===== src/anps_pkg.sv =====
/*
  Package for the auto-negotiation partner page status block: register
  offsets, field positions and reset values.
  Assumes an APB slave with 32-bit data and word-aligned registers.
*/
package anps_pkg;
  // Register indices as printed; byte address is four times the index
  localparam logic [7:0]  EXP_IDX      = 8'h06;  // Expansion status index
  localparam logic [7:0]  NPA_IDX      = 8'h08;  // Next-page view index
  localparam logic [11:0] EXP_ADDR     = 12'h018; // Expansion byte address
  localparam logic [11:0] NPA_ADDR     = 12'h020; // Next-page view byte address
  // Next-page view fields
  localparam int NPA_MSG_BIT    = 13;  // Message page flag
  localparam int NPA_COMPLY_BIT = 12;  // Partner can comply
  localparam int NPA_TOG_BIT    = 11;  // Toggle
  localparam int CODE_W         = 11;  // Code field width
  // Expansion fields
  localparam int EXP_FAULT_BIT  = 4;   // Parallel detect fault
  localparam int EXP_LPNP_BIT   = 3;   // Partner multi-page capable
  localparam int EXP_LNP_BIT    = 2;   // Local multi-page capable
  localparam int EXP_PRX_BIT    = 1;   // Page received
  localparam int EXP_LPAN_BIT   = 0;   // Partner negotiation capable
  // Reset values
  localparam logic [CODE_W-1:0] CODE_RST = 11'h000; // Code field reset
  localparam logic              LNP_VAL  = 1'b1;    // Permanent local ability
  localparam logic [31:0]       ZERO32   = 32'h0000_0000; // Idle read data
endpackage : anps_pkg


===== src/anps_pulse_set.sv =====
/*
  Sticky flag with a set that wins over a clear.
  Assumes set and clear are single-cycle and synchronous to pclk.
*/
`timescale 1ns/1ps
module anps_pulse_set (
  input  wire logic pclk,
  input  wire logic presetn,
  input  wire logic set_i,
  input  wire logic clr_i,
  output logic      flag_o
);
  // Set over clear so an event during the clearing read is kept
  always_ff @(posedge pclk or negedge presetn) begin
    if (!presetn) begin
      flag_o <= 1'b0;
    end else if (set_i) begin
      flag_o <= 1'b1;
    end else if (clr_i) begin
      flag_o <= 1'b0;
    end
  end

  AST_SET_WINS: assert property (@(posedge pclk) disable iff (!presetn)
    set_i |=> flag_o)
    else $error("page flag lost its set");
endmodule : anps_pulse_set


===== src/anps_status.sv =====
/*
  Auto-negotiation partner page status: next-page view of the partner and
  the expansion register, read over APB.
  Assumes the negotiation engine presents decoded page fields with a
  one-cycle page strobe, synchronous to pclk.

  Register map, byte addresses on paddr:
    0x018  expansion status, 16 bits in the low half of the word
    0x020  partner next-page view, 16 bits in the low half of the word
  Any other address answers with pslverr and zero data.

  Next-page view layout:
    13     message page flag of the last received page
    12     partner can comply with the message
    11     inverse of the toggle of the previous link code word
    10:0   code field of the last received page
    15:14  not held here; they read zero

  Expansion layout:
    15:5   reserved, zero, writes ignored
    4      parallel detection fault, follows the engine
    3      partner multi-page capable, follows the engine
    2      local multi-page capable, fixed at one
    1      page received, sticky, cleared by a read of this register
    0      partner negotiation capable, follows the engine

  Timing: no wait state on any transfer. The read answer is taken at
  the setup edge, so the page flag reported is the one seen before the
  clear; a page arriving on that same edge survives for the next read.
  Limitation: the engine must hold its levels stable for a cycle before
  software expects them; there is no synchroniser on these inputs.
  All registers are read-only; pwdata is never looked at.
*/
//
// What this block does
// - Bit 12 reports partner can comply
// - Bit 11 reports inverted previous toggle
// - Bits 10:0 hold received code field
// - Expansion bits 15:5 read zero, ignore writes
// - Bit 4 reports parallel detection fault
// - Bit 3 reports partner next page ability
// - Bit 2 reads permanent one
// - Bit 1 page received, cleared on read
// - Bit 0 reports partner auto-negotiation ability
`timescale 1ns/1ps
module anps_status (
  input  wire logic        pclk,
  input  wire logic        presetn,
  input  wire logic        psel,
  input  wire logic        penable,
  input  wire logic        pwrite,
  input  wire logic [11:0] paddr,
  input  wire logic [31:0] pwdata,
  output logic      [31:0] prdata,
  output logic             pready,
  output logic             pslverr,
  input  wire logic        page_strobe,
  input  wire logic        rx_message_page,
  input  wire logic        rx_partner_can_comply,
  input  wire logic        rx_toggle,
  input  wire logic [10:0] rx_code,
  input  wire logic        parallel_detect_fault,
  input  wire logic        partner_multi_page_capable,
  input  wire logic        partner_negotiation_capable
);
  localparam int CW = anps_pkg::CODE_W;

  logic          message_page_flag_r;   // Message page flag
  logic          partner_can_comply_r;  // Partner comply flag
  logic          toggle_r;              // Inverted toggle
  logic [CW-1:0] code_r;                // Received code
  logic          fault_r;               // Parallel detect fault
  logic          lpnp_r;                // Partner next-page able
  logic          lpan_r;                // Partner autoneg able
  logic          page_rx;               // Sticky page received
  logic          setup_ph;              // APB setup cycle
  logic          rd_exp;                // Setup of an expansion read
  logic          sel_exp;               // Address hits expansion
  logic          sel_npa;               // Address hits next-page view
  logic [15:0]   exp_view;              // Expansion read view
  logic [15:0]   npa_view;              // Next-page read view
  logic          pready_nxt;            // Answer due next cycle
  // Check helpers; they feed only the assertions and covers below
  logic          acc_ph;                // APB access cycle
  logic          rd_npa;                // Setup of a next-page read
  logic          rd_done;               // Read completes this cycle
  logic          wr_setup;              // Setup of a write

  // Address decode: full compare of the byte address, so aliases of the
  // two registers answer as unmapped rather than as silent copies
  assign sel_exp  = (paddr == anps_pkg::EXP_ADDR);
  assign sel_npa  = (paddr == anps_pkg::NPA_ADDR);
  assign setup_ph = psel && !penable;
  // Clear on the setup of a read; the answer is captured that same edge
  assign rd_exp   = setup_ph && !pwrite && sel_exp;
  assign pready_nxt = setup_ph;
  // Helpers for the checks
  assign acc_ph   = psel && penable;
  assign rd_npa   = setup_ph && !pwrite && sel_npa;
  assign rd_done  = acc_ph && pready && !pwrite;
  assign wr_setup = setup_ph && pwrite;

  // Page fields latch on each received page. They are held until the
  // next strobe, so software sees the whole last page, never a mix of
  // two; a read does not disturb them.
  always_ff @(posedge pclk or negedge presetn) begin
    if (!presetn) begin
      message_page_flag_r  <= 1'b0;
      partner_can_comply_r <= 1'b0;
      toggle_r             <= 1'b0;
      code_r               <= anps_pkg::CODE_RST;
    end else if (page_strobe) begin
      message_page_flag_r  <= rx_message_page;
      partner_can_comply_r <= rx_partner_can_comply;
      toggle_r             <= ~rx_toggle;
      code_r               <= rx_code;
    end
  end

  // Partner and fault status follow the engine every cycle. One flop of
  // delay keeps the read path free of the engine's combinational outputs.
  always_ff @(posedge pclk or negedge presetn) begin
    if (!presetn) begin
      fault_r <= 1'b0;
      lpnp_r  <= 1'b0;
      lpan_r  <= 1'b0;
    end else begin
      fault_r <= parallel_detect_fault;
      lpnp_r  <= partner_multi_page_capable;
      lpan_r  <= partner_negotiation_capable;
    end
  end

  // Sticky page-received flag. Only a read of the expansion register
  // clears it; writes and next-page reads leave it alone, and a page on
  // the clearing edge wins so no arrival goes unseen.
  anps_pulse_set u_page_flag (
    .pclk    (pclk),
    .presetn (presetn),
    .set_i   (page_strobe),
    .clr_i   (rd_exp),
    .flag_o  (page_rx)
  );

  // Read views; reserved upper bits are constant zero. Both start from
  // zero so any bit not named below reads zero and never floats.
  always_comb begin
    exp_view = 16'h0000;
    // Expansion fields
    exp_view[anps_pkg::EXP_FAULT_BIT] = fault_r;
    exp_view[anps_pkg::EXP_LPNP_BIT]  = lpnp_r;
    exp_view[anps_pkg::EXP_LNP_BIT]   = anps_pkg::LNP_VAL;
    exp_view[anps_pkg::EXP_PRX_BIT]   = page_rx;
    exp_view[anps_pkg::EXP_LPAN_BIT]  = lpan_r;
    // Next-page view fields; bits 15:14 are not held here
    npa_view = 16'h0000;
    npa_view[anps_pkg::NPA_MSG_BIT]    = message_page_flag_r;
    npa_view[anps_pkg::NPA_COMPLY_BIT] = partner_can_comply_r;
    npa_view[anps_pkg::NPA_TOG_BIT]  = toggle_r;
    npa_view[CW-1:0]                 = code_r;
  end

  // APB answer: no wait state, data registered at setup.
  // Writes are accepted and dropped; every register is read-only.
  // Read data is taken at the setup edge, the same edge that clears the
  // page flag, so the answer shows the flag as it stood before the clear.
  // prdata then holds until the next setup; it is not zeroed after use.
  always_ff @(posedge pclk or negedge presetn) begin
    if (!presetn) begin
      pready  <= 1'b0;
      pslverr <= 1'b0;
      prdata  <= anps_pkg::ZERO32;
    end else begin
      pready  <= pready_nxt;
      pslverr <= setup_ph && !(sel_exp || sel_npa);
      if (setup_ph && !pwrite && sel_exp) begin
        prdata <= {16'h0000, exp_view};
      end else if (setup_ph && !pwrite && sel_npa) begin
        prdata <= {16'h0000, npa_view};
      end else if (setup_ph) begin
        prdata <= anps_pkg::ZERO32; // Unmapped or write
      end
    end
  end

  // Checks. Captures, read answers and page-flag rules are held to the
  // stored register contents, so a wrong view or decode shows up here.

  // Toggle is stored inverted
  AST_TOGGLE_INV: assert property (@(posedge pclk) disable iff (!presetn)
    page_strobe |=> toggle_r == !$past(rx_toggle))
    else $error("toggle not inverted");

  // Code field taken with the strobe
  AST_CODE_LATCH: assert property (@(posedge pclk) disable iff (!presetn)
    page_strobe |=> code_r == $past(rx_code))
    else $error("code not captured");

  // Message page flag taken with the strobe
  AST_MSG_LATCH: assert property (@(posedge pclk) disable iff (!presetn)
    page_strobe |=> message_page_flag_r == $past(rx_message_page))
    else $error("message page flag wrong");

  // Comply flag taken with the strobe
  AST_COMPLY_LATCH: assert property (@(posedge pclk) disable iff (!presetn)
    page_strobe |=> partner_can_comply_r == $past(rx_partner_can_comply))
    else $error("comply flag wrong");

  // Reserved expansion bits read zero
  AST_RSVD_ZERO: assert property (@(posedge pclk) disable iff (!presetn)
    pready && !pwrite && sel_exp |-> prdata[31:5] == 27'h0000000)
    else $error("reserved bits not zero");

  // Local multi-page ability always reads one
  AST_LNP_ONE: assert property (@(posedge pclk) disable iff (!presetn)
    pready && !pwrite && sel_exp |-> prdata[anps_pkg::EXP_LNP_BIT])
    else $error("local next page bit not one");

  // Fault level follows the engine one cycle later
  AST_FAULT_TRACK: assert property (@(posedge pclk) disable iff (!presetn)
    ##1 fault_r == $past(parallel_detect_fault))
    else $error("fault bit stale");

  // Partner multi-page level follows the engine
  AST_LPNP_TRACK: assert property (@(posedge pclk) disable iff (!presetn)
    ##1 lpnp_r == $past(partner_multi_page_capable))
    else $error("partner next page bit stale");

  // Partner negotiation level follows the engine
  AST_LPAN_TRACK: assert property (@(posedge pclk) disable iff (!presetn)
    ##1 lpan_r == $past(partner_negotiation_capable))
    else $error("partner autoneg bit stale");

  // An expansion read with no page arriving clears the flag
  AST_COR: assert property (@(posedge pclk) disable iff (!presetn)
    rd_exp && !page_strobe |=> !page_rx)
    else $error("page flag not cleared by read");

  // One access cycle per setup, then pready drops
  AST_PREADY: assert property (@(posedge pclk) disable iff (!presetn)
    setup_ph |=> pready ##1 !pready)
    else $error("pready timing wrong");

  // Page fields do not move between strobes
  AST_FIELDS_HOLD: assert property (@(posedge pclk) disable iff (!presetn)
    !page_strobe |=> $stable(code_r) && $stable(message_page_flag_r)
      && $stable(partner_can_comply_r) && $stable(toggle_r))
    else $error("page fields moved without a page");

  // Every page sets the flag
  AST_PRX_SET: assert property (@(posedge pclk) disable iff (!presetn)
    page_strobe |=> page_rx)
    else $error("page flag not set");

  // Flag is sticky until an expansion read
  AST_PRX_HOLD: assert property (@(posedge pclk) disable iff (!presetn)
    page_rx && !rd_exp |=> page_rx)
    else $error("page flag dropped without a read");

  // Flag does not rise without a page
  AST_PRX_LOW: assert property (@(posedge pclk) disable iff (!presetn)
    !page_rx && !page_strobe |=> !page_rx)
    else $error("page flag rose without a page");

  // Page on the clearing edge survives; answer shows the old flag
  AST_PRX_RACE: assert property (@(posedge pclk) disable iff (!presetn)
    rd_exp && page_strobe |=> page_rx
      && prdata[anps_pkg::EXP_PRX_BIT] == $past(page_rx))
    else $error("page lost on clearing read");

  // Expansion read reports the flag before the clear
  AST_PRX_READ: assert property (@(posedge pclk) disable iff (!presetn)
    rd_exp |=> prdata[anps_pkg::EXP_PRX_BIT] == $past(page_rx))
    else $error("page flag read wrong");

  // Expansion read reports the fault
  AST_EXP_FAULT_READ: assert property (@(posedge pclk) disable iff (!presetn)
    rd_exp |=> prdata[anps_pkg::EXP_FAULT_BIT] == $past(fault_r))
    else $error("fault bit read wrong");

  // Expansion read reports partner multi-page ability
  AST_EXP_LPNP_READ: assert property (@(posedge pclk) disable iff (!presetn)
    rd_exp |=> prdata[anps_pkg::EXP_LPNP_BIT] == $past(lpnp_r))
    else $error("partner next page bit read wrong");

  // Expansion read reports partner negotiation ability
  AST_EXP_LPAN_READ: assert property (@(posedge pclk) disable iff (!presetn)
    rd_exp |=> prdata[anps_pkg::EXP_LPAN_BIT] == $past(lpan_r))
    else $error("partner autoneg bit read wrong");

  // Next-page read reports the message page flag
  AST_NPA_MSG_READ: assert property (@(posedge pclk) disable iff (!presetn)
    rd_npa |=> prdata[anps_pkg::NPA_MSG_BIT] == $past(message_page_flag_r))
    else $error("message page bit read wrong");

  // Next-page read reports the comply flag
  AST_NPA_COMPLY_READ: assert property (@(posedge pclk) disable iff (!presetn)
    rd_npa |=> prdata[anps_pkg::NPA_COMPLY_BIT] == $past(partner_can_comply_r))
    else $error("comply bit read wrong");

  // Next-page read reports the inverted toggle
  AST_NPA_TOG_READ: assert property (@(posedge pclk) disable iff (!presetn)
    rd_npa |=> prdata[anps_pkg::NPA_TOG_BIT] == $past(toggle_r))
    else $error("toggle bit read wrong");

  // Next-page read reports the code field
  AST_NPA_CODE_READ: assert property (@(posedge pclk) disable iff (!presetn)
    rd_npa |=> prdata[CW-1:0] == $past(code_r))
    else $error("code field read wrong");

  // Next-page read leaves the unheld upper bits at zero
  AST_NPA_UPPER_ZERO: assert property (@(posedge pclk) disable iff (!presetn)
    rd_npa |=> prdata[31:14] == 18'h0_0000)
    else $error("next-page upper bits not zero");

  // A write answers with zero data and changes nothing
  AST_WR_NO_DATA: assert property (@(posedge pclk) disable iff (!presetn)
    wr_setup |=> prdata == anps_pkg::ZERO32)
    else $error("write returned data");

  // A write never clears the page flag
  AST_WR_NO_CLEAR: assert property (@(posedge pclk) disable iff (!presetn)
    wr_setup && page_rx |=> page_rx)
    else $error("write cleared page flag");

  // Unmapped address answers with an error and zero data
  AST_ERR_UNMAPPED: assert property (@(posedge pclk) disable iff (!presetn)
    setup_ph && !(sel_exp || sel_npa) |=> pslverr && prdata == anps_pkg::ZERO32)
    else $error("unmapped address not refused");

  // Mapped address answers without an error
  AST_ERR_MAPPED: assert property (@(posedge pclk) disable iff (!presetn)
    setup_ph && (sel_exp || sel_npa) |=> !pslverr)
    else $error("mapped address refused");

  // Error only stands with the answer
  AST_ERR_WITH_READY: assert property (@(posedge pclk) disable iff (!presetn)
    pslverr |-> pready)
    else $error("slave error outside answer");

  // Read data holds between setups
  AST_PRDATA_HOLD: assert property (@(posedge pclk) disable iff (!presetn)
    !setup_ph |=> $stable(prdata))
    else $error("read data moved without a setup");

  // Main scenarios: pages, clearing reads, the race, errors, view reads
  COV_PAGE: cover property (@(posedge pclk) disable iff (!presetn) page_strobe);
  COV_COR: cover property (@(posedge pclk) disable iff (!presetn) rd_exp && page_rx);
  COV_RACE: cover property (@(posedge pclk) disable iff (!presetn) rd_exp && page_strobe);
  COV_ERR: cover property (@(posedge pclk) disable iff (!presetn) pslverr && pready);
  COV_NPA: cover property (@(posedge pclk) disable iff (!presetn) rd_done && sel_npa);
endmodule : anps_status


===== config.mk =====
export PLATFORM = sky130hd
export DESIGN_NAME = anps_status
export DESIGN_NICKNAME = d
export VERILOG_FILES = /design/src/anps_pkg.sv /design/src/anps_pulse_set.sv /design/src/anps_status.sv
export SDC_FILE = /design/constraint.sdc
export NUM_CORES = 1
export LEC_CHECK = 0
export BUFFER_PORTS_ARGS = -buffer_cell sky130_fd_sc_hd__clkbuf_2
export CORE_ASPECT_RATIO = 2
export CORE_UTILIZATION = 34
export CTS_BUF_LIST = sky130_fd_sc_hd__clkbuf_16
export CTS_CLUSTER_DIAMETER = 50
export CTS_CLUSTER_SIZE = 20
export DETAILED_ROUTE_END_ITERATION = 6
export PLACE_DENSITY = 0.68
export RECOVER_POWER = 25
export SLEW_MARGIN = 20
export SYNTH_ARGS = -nofsm -noshare
export SYNTH_HDL_FRONTEND = slang
export SYNTH_SLANG_ARGS = --single-unit

===== constraint.sdc =====
create_clock -name pclk -period 2.5 [get_ports pclk]
set_input_delay 0.375 -clock pclk [delete_from_list [all_inputs] [get_ports pclk]]
set_output_delay 0.375 -clock pclk [all_outputs]
set_load 0.02 [all_outputs]

# ---- After elaboration in Yosys (flattened, before gate mapping)
# Cells that the tools add are included.
dict set report op_classes {
  n_eq_ne 2
  n_mux 5
  bitwise 1
  n_reduce_logical 11
}
# operator n
set ops {}
lappend ops {{two-way mux 32 bit} 3}
lappend ops {{equality test 12 x 5 -> 1 bit, second input constant} 1}
lappend ops {{equality test 12 x 6 -> 1 bit, second input constant} 1}
lappend ops {{logical AND 1 bit} 5}
lappend ops {{zero test 1 bit} 3}
lappend ops {{nonzero test 3 bit} 1}
lappend ops {{two-way mux 1 bit} 2}
lappend ops {{nonzero test 2 bit} 1}
lappend ops {{logical OR 1 bit} 1}
lappend ops {{NOT 1 bit} 1}
dict set report word_totals {
  regBits 52
  out_inout_bits 34
  word_cells 30
}

# ---- Longest topological paths before layout
# Gate-level depths: netlist of the first run.
dict set report logic_depth {
  depth_word 6
  mapped_depth 5
  depth_no_buf 4
}

# ---- Cells and area by module
# A second synthesis of the first run with hierarchy kept.
dict set report unflattened {
  cells_unflattened 122
  hier_area_um2 1487.7
}
# module instances cells_each area_each_um2
set by_module_without_submodules {}
lappend by_module_without_submodules {anps_status 1 119 1451.4}
lappend by_module_without_submodules {anps_pulse_set 1 3 36.3}

# ---- Least setup slack after synthesis of the first run
# Ideal clock, no wire load.
dict set report synth_timing {
  path_type {input-to-reg}
  startpoint {input port paddr[9]}
  endpoint {register prdata[2]}
  arrival_time_ns 1.730
  t_required_ns 2.436
  slack_ns 0.706
  path_stages 5
  path_buffers 1
  path_cell_list {or4_4 -> or3_4 -> nor3_4 -> buf_6 -> a221o_2}
}
dict set report synth_between {
  elab_chain_len 4
}
# element line
set synth_rtl {}
lappend synth_rtl {{start: declaration} anps_status.sv:52} ;# input wire logic [11:0] paddr,
lappend synth_rtl {{equality test 12 x 6 -> 1 bit} anps_status.sv:92} ;# assign sel_npa = (paddr == anps_pkg::NPA_ADDR);
lappend synth_rtl {{logical AND 1 bit} anps_status.sv:178} ;# end else if (setup_ph && !pwrite && sel_npa) begin
lappend synth_rtl {{two-way mux 32 bit} anps_status.sv:178}
lappend synth_rtl {{two-way mux 32 bit} anps_status.sv:176} ;# if (setup_ph && !pwrite && sel_exp) begin
lappend synth_rtl {{end signal: assignment} anps_status.sv:177} ;# prdata <= {16'h0000, exp_view};
lappend synth_rtl {{end signal: assignment} anps_status.sv:179} ;# prdata <= {16'h0000, npa_view};
lappend synth_rtl {{end signal: assignment} anps_status.sv:181} ;# prdata <= anps_pkg::ZERO32;
lappend synth_rtl {{end: declaration} anps_status.sv:54} ;# output logic [31:0] prdata,
# Several ways; a longest one is shown, not always the timed one.
# A chain may end at the register's enable or synchronous reset.

# ---- Worst setup path after layout of the first run
dict set report layout_timing {
  startpoint {input port paddr[9]}
  endpoint {register prdata[4]}
}
# Same word-level chain as after synthesis.

==> results of run 1 <==
-- logic make-up after synthesis --
family,after synthesis,share of synthesized area
and+or+nand+nor,15,0.08391
DFF,34,0.5882
AOI/OAI and AO/OA,18,0.1099
muxes,13,0.1012
buffers and inverters,24,0.1142
other,1,0.002593
-- critical path, stage by stage --
cell      delay, ns
clkbuf_2       0.08
or4_4          0.53
or3_4          0.38
nor3_4         0.11
buf_4          0.23
a221o_2        0.19
-- cell type report --
class,instances,area (µm²),share of cell area
Clock buffer,5,125.1,0.06930
Sequential cell,34,850.8,0.4712
Inverter,2,7.507,0.004158
Multi-Input combinational cell,64,494.2,0.2737
Clock inverter,1,3.754,0.002079
Timing Repair Buffer,52,259.0,0.1435
Tap cell,52,65.06,0.03604
-- flip-flops by register name, indices dropped and copies added, names as in the netlist --
name,cells
partner_can_comply_r,1
lpnp_r,1
prdata,14
code_r,11
pready,1
lpan_r,1
fault_r,1
u_page_flag.flag_o,1
toggle_r,1
message_page_flag_r,1
pslverr,1
-- cell usage in the layout, fill, tap and decap left out --
cell type	netlist	layout
a21oi_1	2	2
a221o_2	5	5
a22o_1	9	9
a31oi_1	1	1
and2_1	4	4
buf_4	18	1
clkbuf_1	2	3
clkbuf_16	0	5
clkbuf_2	0	48
clkinv_1	0	1
conb_1	1	18
dfrtp_1	34	34
inv_1	2	2
mux2_2	13	13
nand2_1	1	1
nand2b_2	1	1
nand3b_1	1	1
nor2_1	2	2
nor3_1	1	1
nor3_4	2	2
o21bai_1	1	1
or3_4	1	1
or3b_2	1	1
or4_4	1	1
-- worst paths after layout --
kind | from | to | slack (ns)
hold / removal | parallel_detect_fault | fault_r$_DFF_PN0_ | 0.21
setup reg to reg | prdata[4]$_DFFE_PN0P_ | prdata[4]$_DFFE_PN0P_ | 1.54
hold reg to reg | lpnp_r$_DFF_PN0_ | prdata[3]$_DFFE_PN0P_ | 0.48
setup / recovery | paddr[9] | prdata[4]$_DFFE_PN0P_ | 0.80
min in group asynchronous | presetn | code_r[7]$_DFFE_PN0P_ | 0.57
max in group asynchronous | presetn | pslverr$_DFF_PN0_ | 0.93
-- power by group through the flow --
stage | sequential [mW] | combinational (mW) | clock [mW]
3_3_place_gp | 0.598 | 0.103 | 0
4_1_cts | 0.591 | 0.109 | 0.564
6_report | 0.592 | 0.105 | 0.542
2_1_floorplan | 0.598 | 0.0814 | 0
5_1_grt | 0.594 | 0.119 | 0.585
3_5_place_dp | 0.600 | 0.108 | 0
-- per-stage QoR --
stage	instances	total power [mW]	setup slack (ns)
after global placement	204	0.7006	0.5711
after global routing	210	1.298	0.4538
after CTS	210	1.264	0.7954
final	210	1.238	0.8012
after floorplan	122	0.6797	0.7057
after detailed placement	204	0.7086	0.5219
-- routing by layer --
metal	part of all wire	track usage	up-vias	wire length (µm)
met4	0.018	0.06250	0	51
li1	-	-	437	-
met1	0.38	0.1698	464	1060
met2	0.55	0.2432	55	1532
met3	0.053	0.03846	5	149
met5	0	0	-	0
==> flow_summary.toml, run 1 <==
[status]
status = "finished with violations"
violations = "max-capacitance violations, max-slew violations"

[finish]
fin_area_um2 = 1805
nFillCells = 393
area_growth_pct = 24.83
drive_above_1_share = 0.4937
antennaDiodeCount = 0
fin_util = 0.4417
nets = 226

[global_routing]
grt_pass1_wl_um = 4471
grt_max_degree = 35
antenna_found_initial = 0
overflow = 0
grt_pass1_vias = 934
grt_usage = 0.1474

[detailed_routing]
drt_iter0_drc = 27
firstDrtPassIters = 4
viasPerCell = 4.576
drc = 0
drt_wl_total_um = 2795
final_antenna_net_count = 0
vias = 961
wl_per_cell_um = 13.31

[yosys]
synth_top_area_share = 0.5882
synth.top_cells.by_area = "dfrtp_1, mux2_2, buf_4, a22o_1, a221o_2"
synthTopCellsByCount = "dfrtp_1, buf_4, mux2_2"
ys_types = 23
netlist_area_um2 = 1446
ys_warn_count = 0
yosysTopAreaCell = "dfrtp_1"
syn_avg_cell_area_um2 = 13.78
async_reset_ff_frac = 1.000
synth_seq_area_share = 0.5882
synth_edf_count = 0
ys.flop_type = "dfrtp_1"
synth_cells = 105
synth-seq-cells = 34
synth_most_common_cell = "dfrtp_1"

[floorplanning]
rows = 33
start_util = 0.3538
io_pins = 101
dieArea_um2 = 4535
dieWidth_um = 48.12
core_um2 = 4088
die_h_um = 94.24

[sta]
slew_headroom = -0.1628
slew_violations = 35
hold_viol = 0
period_share = 0.6795
finalSetupViolations = 0
finalSetupTns_ns = 0
worst_pin_slew_ns = 1.744
hold_slack_ns = 0.2116
post-route-min-period_ns = 1.699
finalClockSkew_ns = 0.001268
max_clock_freq_mhz = 588.7
rsz0062_at_grt = "false"

[clock_network]
postCtsSetupBuffers = 0
clkSinkCount = 34
h-tree-depth = 2
cts_resized = 0
path_clk_slew_ns = 0.05
cts_max_path_buffers = 2
tritoncts = "built"
clk_latency_ns = 0.27
cts_buffers = 5
cts-root-buf = "clkbuf_16"
cts_hold_buf = 0

[placed_design]
port_buffers = 50
place_hpwl_um = 2074
gp_congestion = 0.6893
place_area_um2 = 1683

[critical_path]
crit_path_start_kind = "input port"
endpoint_kind = "register"
crit_fanout = 14
worstRegToRegCells = 2
cp.arrival_ns = 1.90
crit_type = "input port to register"
crit_required_ns = 2.70

[pwr]
seqPwrFrac = 0.478
ir_drop_mv = 0.5425
p_sw_mw = 0.2645
p_sw_frac = 0.2137
powerDensity_nw_per_um2 = 685.6
power_frac_clock = 0.438
power.internal_mw = 0.9733
p_comb_frac = 0.085
power.leakage_nw = 0.9513

[worst_hold_path]
hold_path_depth = 1
hp-class = "input port to register"

[flow_run]
max_cap_viol_count = 1
Note: power is estimated with default switching activity, not from simulation.
==> inputs of run 2 (changes only) <==
==> constraint.sdc (replaced) <==
create_clock -name pclk -period 1.75 [get_ports pclk]
set_input_delay 0.2625 -clock pclk [delete_from_list [all_inputs] [get_ports pclk]]
set_output_delay 0.2625 -clock pclk [all_outputs]
set_load 0.02 [all_outputs]
==> flow_summary.toml, run 2 (synthesis results as in run 1) <==
[pwr]
power.leakage_nw = 0.9691
ir_drop_mv = 0.7274
powerDensity_nw_per_um2 = 982.6
p_total_mw = 1.797

[finish]
top_register = "prdata"
multi_input_area_um2 = 494.2
fin_area_um2 = 1829
final_cell_mix = "clkbuf_2, dfrtp_1, conb_1"
register_area_um2 = 850.8
nets = 226
reg_top3 = "prdata x14, code_r x11"
largest_reg_flops = 14
final_common_cell = "clkbuf_2"
fin_cells = 212
nFillCells = 389
area_growth_pct = 26.47
antennaDiodeCount = 0
drive_above_1_share = 0.5063

[clock_network]
clkSinkCount = 34
cts-root-buf = "clkbuf_16"
h-tree-depth = 2
cts_max_path_buffers = 2
path_clk_slew_ns = 0.05
cts_hold_buf = 0
tritoncts = "built"
cts_resized = 0
cts_buffers = 5
postCtsSetupBuffers = 0
clk_latency_ns = 0.27

[placed_design]
port_buffers = 50
dpl.cell_count = 204
place_area_um2 = 1695
preCtsSetupSlack_ns = -0.08708
gp_congestion = 0.6917
place_hpwl_um = 2101

[critical_path]
cp_slowest_cell = "or4_4"
r2r_start = "prdata[4]$_DFFE_PN0P_"
cp_slowest_stage_delay_ns = 0.53
cp_num_buf_inv = 1
crit_path_start_kind = "input port"
crit_family = "simple AND/OR/NAND/NOR gates"
cp.arrival_ns = 1.76
crit_type = "input port to register"
endpoint_kind = "register"
path_cells = "clkbuf_2 > or4_4 > or3_4 > nor3_4 > a221o_2"
crit_required_ns = 1.96
crit_fanout = 6
cp-startpoint = "paddr[9]"

[floorplanning]
die_h_um = 94.24
io_pins = 101
start_util = 0.3538
dieWidth_um = 48.12
dieArea_um2 = 4535
rows = 33
core_um2 = 4088

[flow_run]
max_cap_viol_count = 0

[global_routing]
grt_usage = 0.1428
grt_pass1_wl_um = 4381
antenna_found_initial = 0
grt_max_degree = 35
overflow = 0
grt_pass1_vias = 995

[detailed_routing]
vias = 980
drt_wl_total_um = 2821
viasPerCell = 4.623
firstDrtPassIters = 4
drc = 0
drt_iter0_drc = 9
final_antenna_net_count = 0
wl_per_cell_um = 13.31

[sta]
rsz0062_at_grt = "false"
max_clock_freq_mhz = 645.1
timing.final.ws_setup_ns = 0.2000
hold_viol = 0
finalSetupTns_ns = 0
finalSetupViolations = 0
post-route-min-period_ns = 1.550
period_share = 0.8857
worst_pin_slew_ns = 0.8259
slew_headroom = 0.4494
slew_violations = 0
finalClockSkew_ns = 0.006101

[worst_hold_path]
hp-class = "input port to asynchronous set/reset pin"

[status]
status = "completed"
## run 2: changes by cell type in the layout (fill, tap and decap cells not counted)
cell / change
clkbuf_1: -2
clkbuf_2: +2
buf_12: +1
buf_4: -1
clkinv_2: +1
inv_1: +1
## run 2: report_power, final
| group | internal (mW) | total [mW] | switching [mW] |
|---|---|---|---|
| Clock | 0.513 | 0.802 | 0.289 |
| Combinational | 0.0612 | 0.151 | 0.0897 |
| Sequential | 0.826 | 0.845 | 0.0189 |
## run 2: path summary, 6_finish.rpt
path                                               end  slack (ns)  cells after the start
max in group asynchronous       prdata[10]$_DFFE_PN0P_        1.15                      1
min in group pclk                    fault_r$_DFF_PN0_        0.10                      1
worst min-delay path             prdata[6]$_DFFE_PN0P_        0.09                      1
worst max-delay path             prdata[4]$_DFFE_PN0P_        0.20                      5
worst min register to register  prdata[13]$_DFFE_PN0P_        0.48                      1
worst max register to register   prdata[4]$_DFFE_PN0P_        0.81                      2
## run 2: layout make-up
type | count | share of cell area
repair buffers | 52 | 0.1498
well taps | 52 | 0.03557
clock inverters | 3 | 0.006840
inverters | 2 | 0.004104
flip-flops and latches | 34 | 0.4651
clock buffers | 5 | 0.06840
multi-input cells | 64 | 0.2702
## run 2: stage by stage
| stage | hold slack (ns) | util |
|---|---|---|
| 6_report | 0.08503 | 0.4475 |
| 5_1_grt | 0.09220 | 0.4475 |
| 4_1_cts | 0.09141 | 0.4484 |
| 3_5_place_dp | 0.3730 | 0.4148 |
| 3_3_place_gp | 0.3685 | 0.4148 |
| 2_1_floorplan | -0.03309 | - |
## run 2: worst register-to-register path, cell delays in order, from the launching register on
cell	delay, ns
dfrtp_1	0.38
and2_1	0.14
a221o_2	0.30
## run 2: routing by layer
metal  GRT usage  routed length (µm)  up-vias
met2      0.2342                1477       58
met1      0.1569                1148      470
li1            -                   -      447
met3     0.04808                 142        5
met4     0.06481                  53        0
met5           0                   0        -
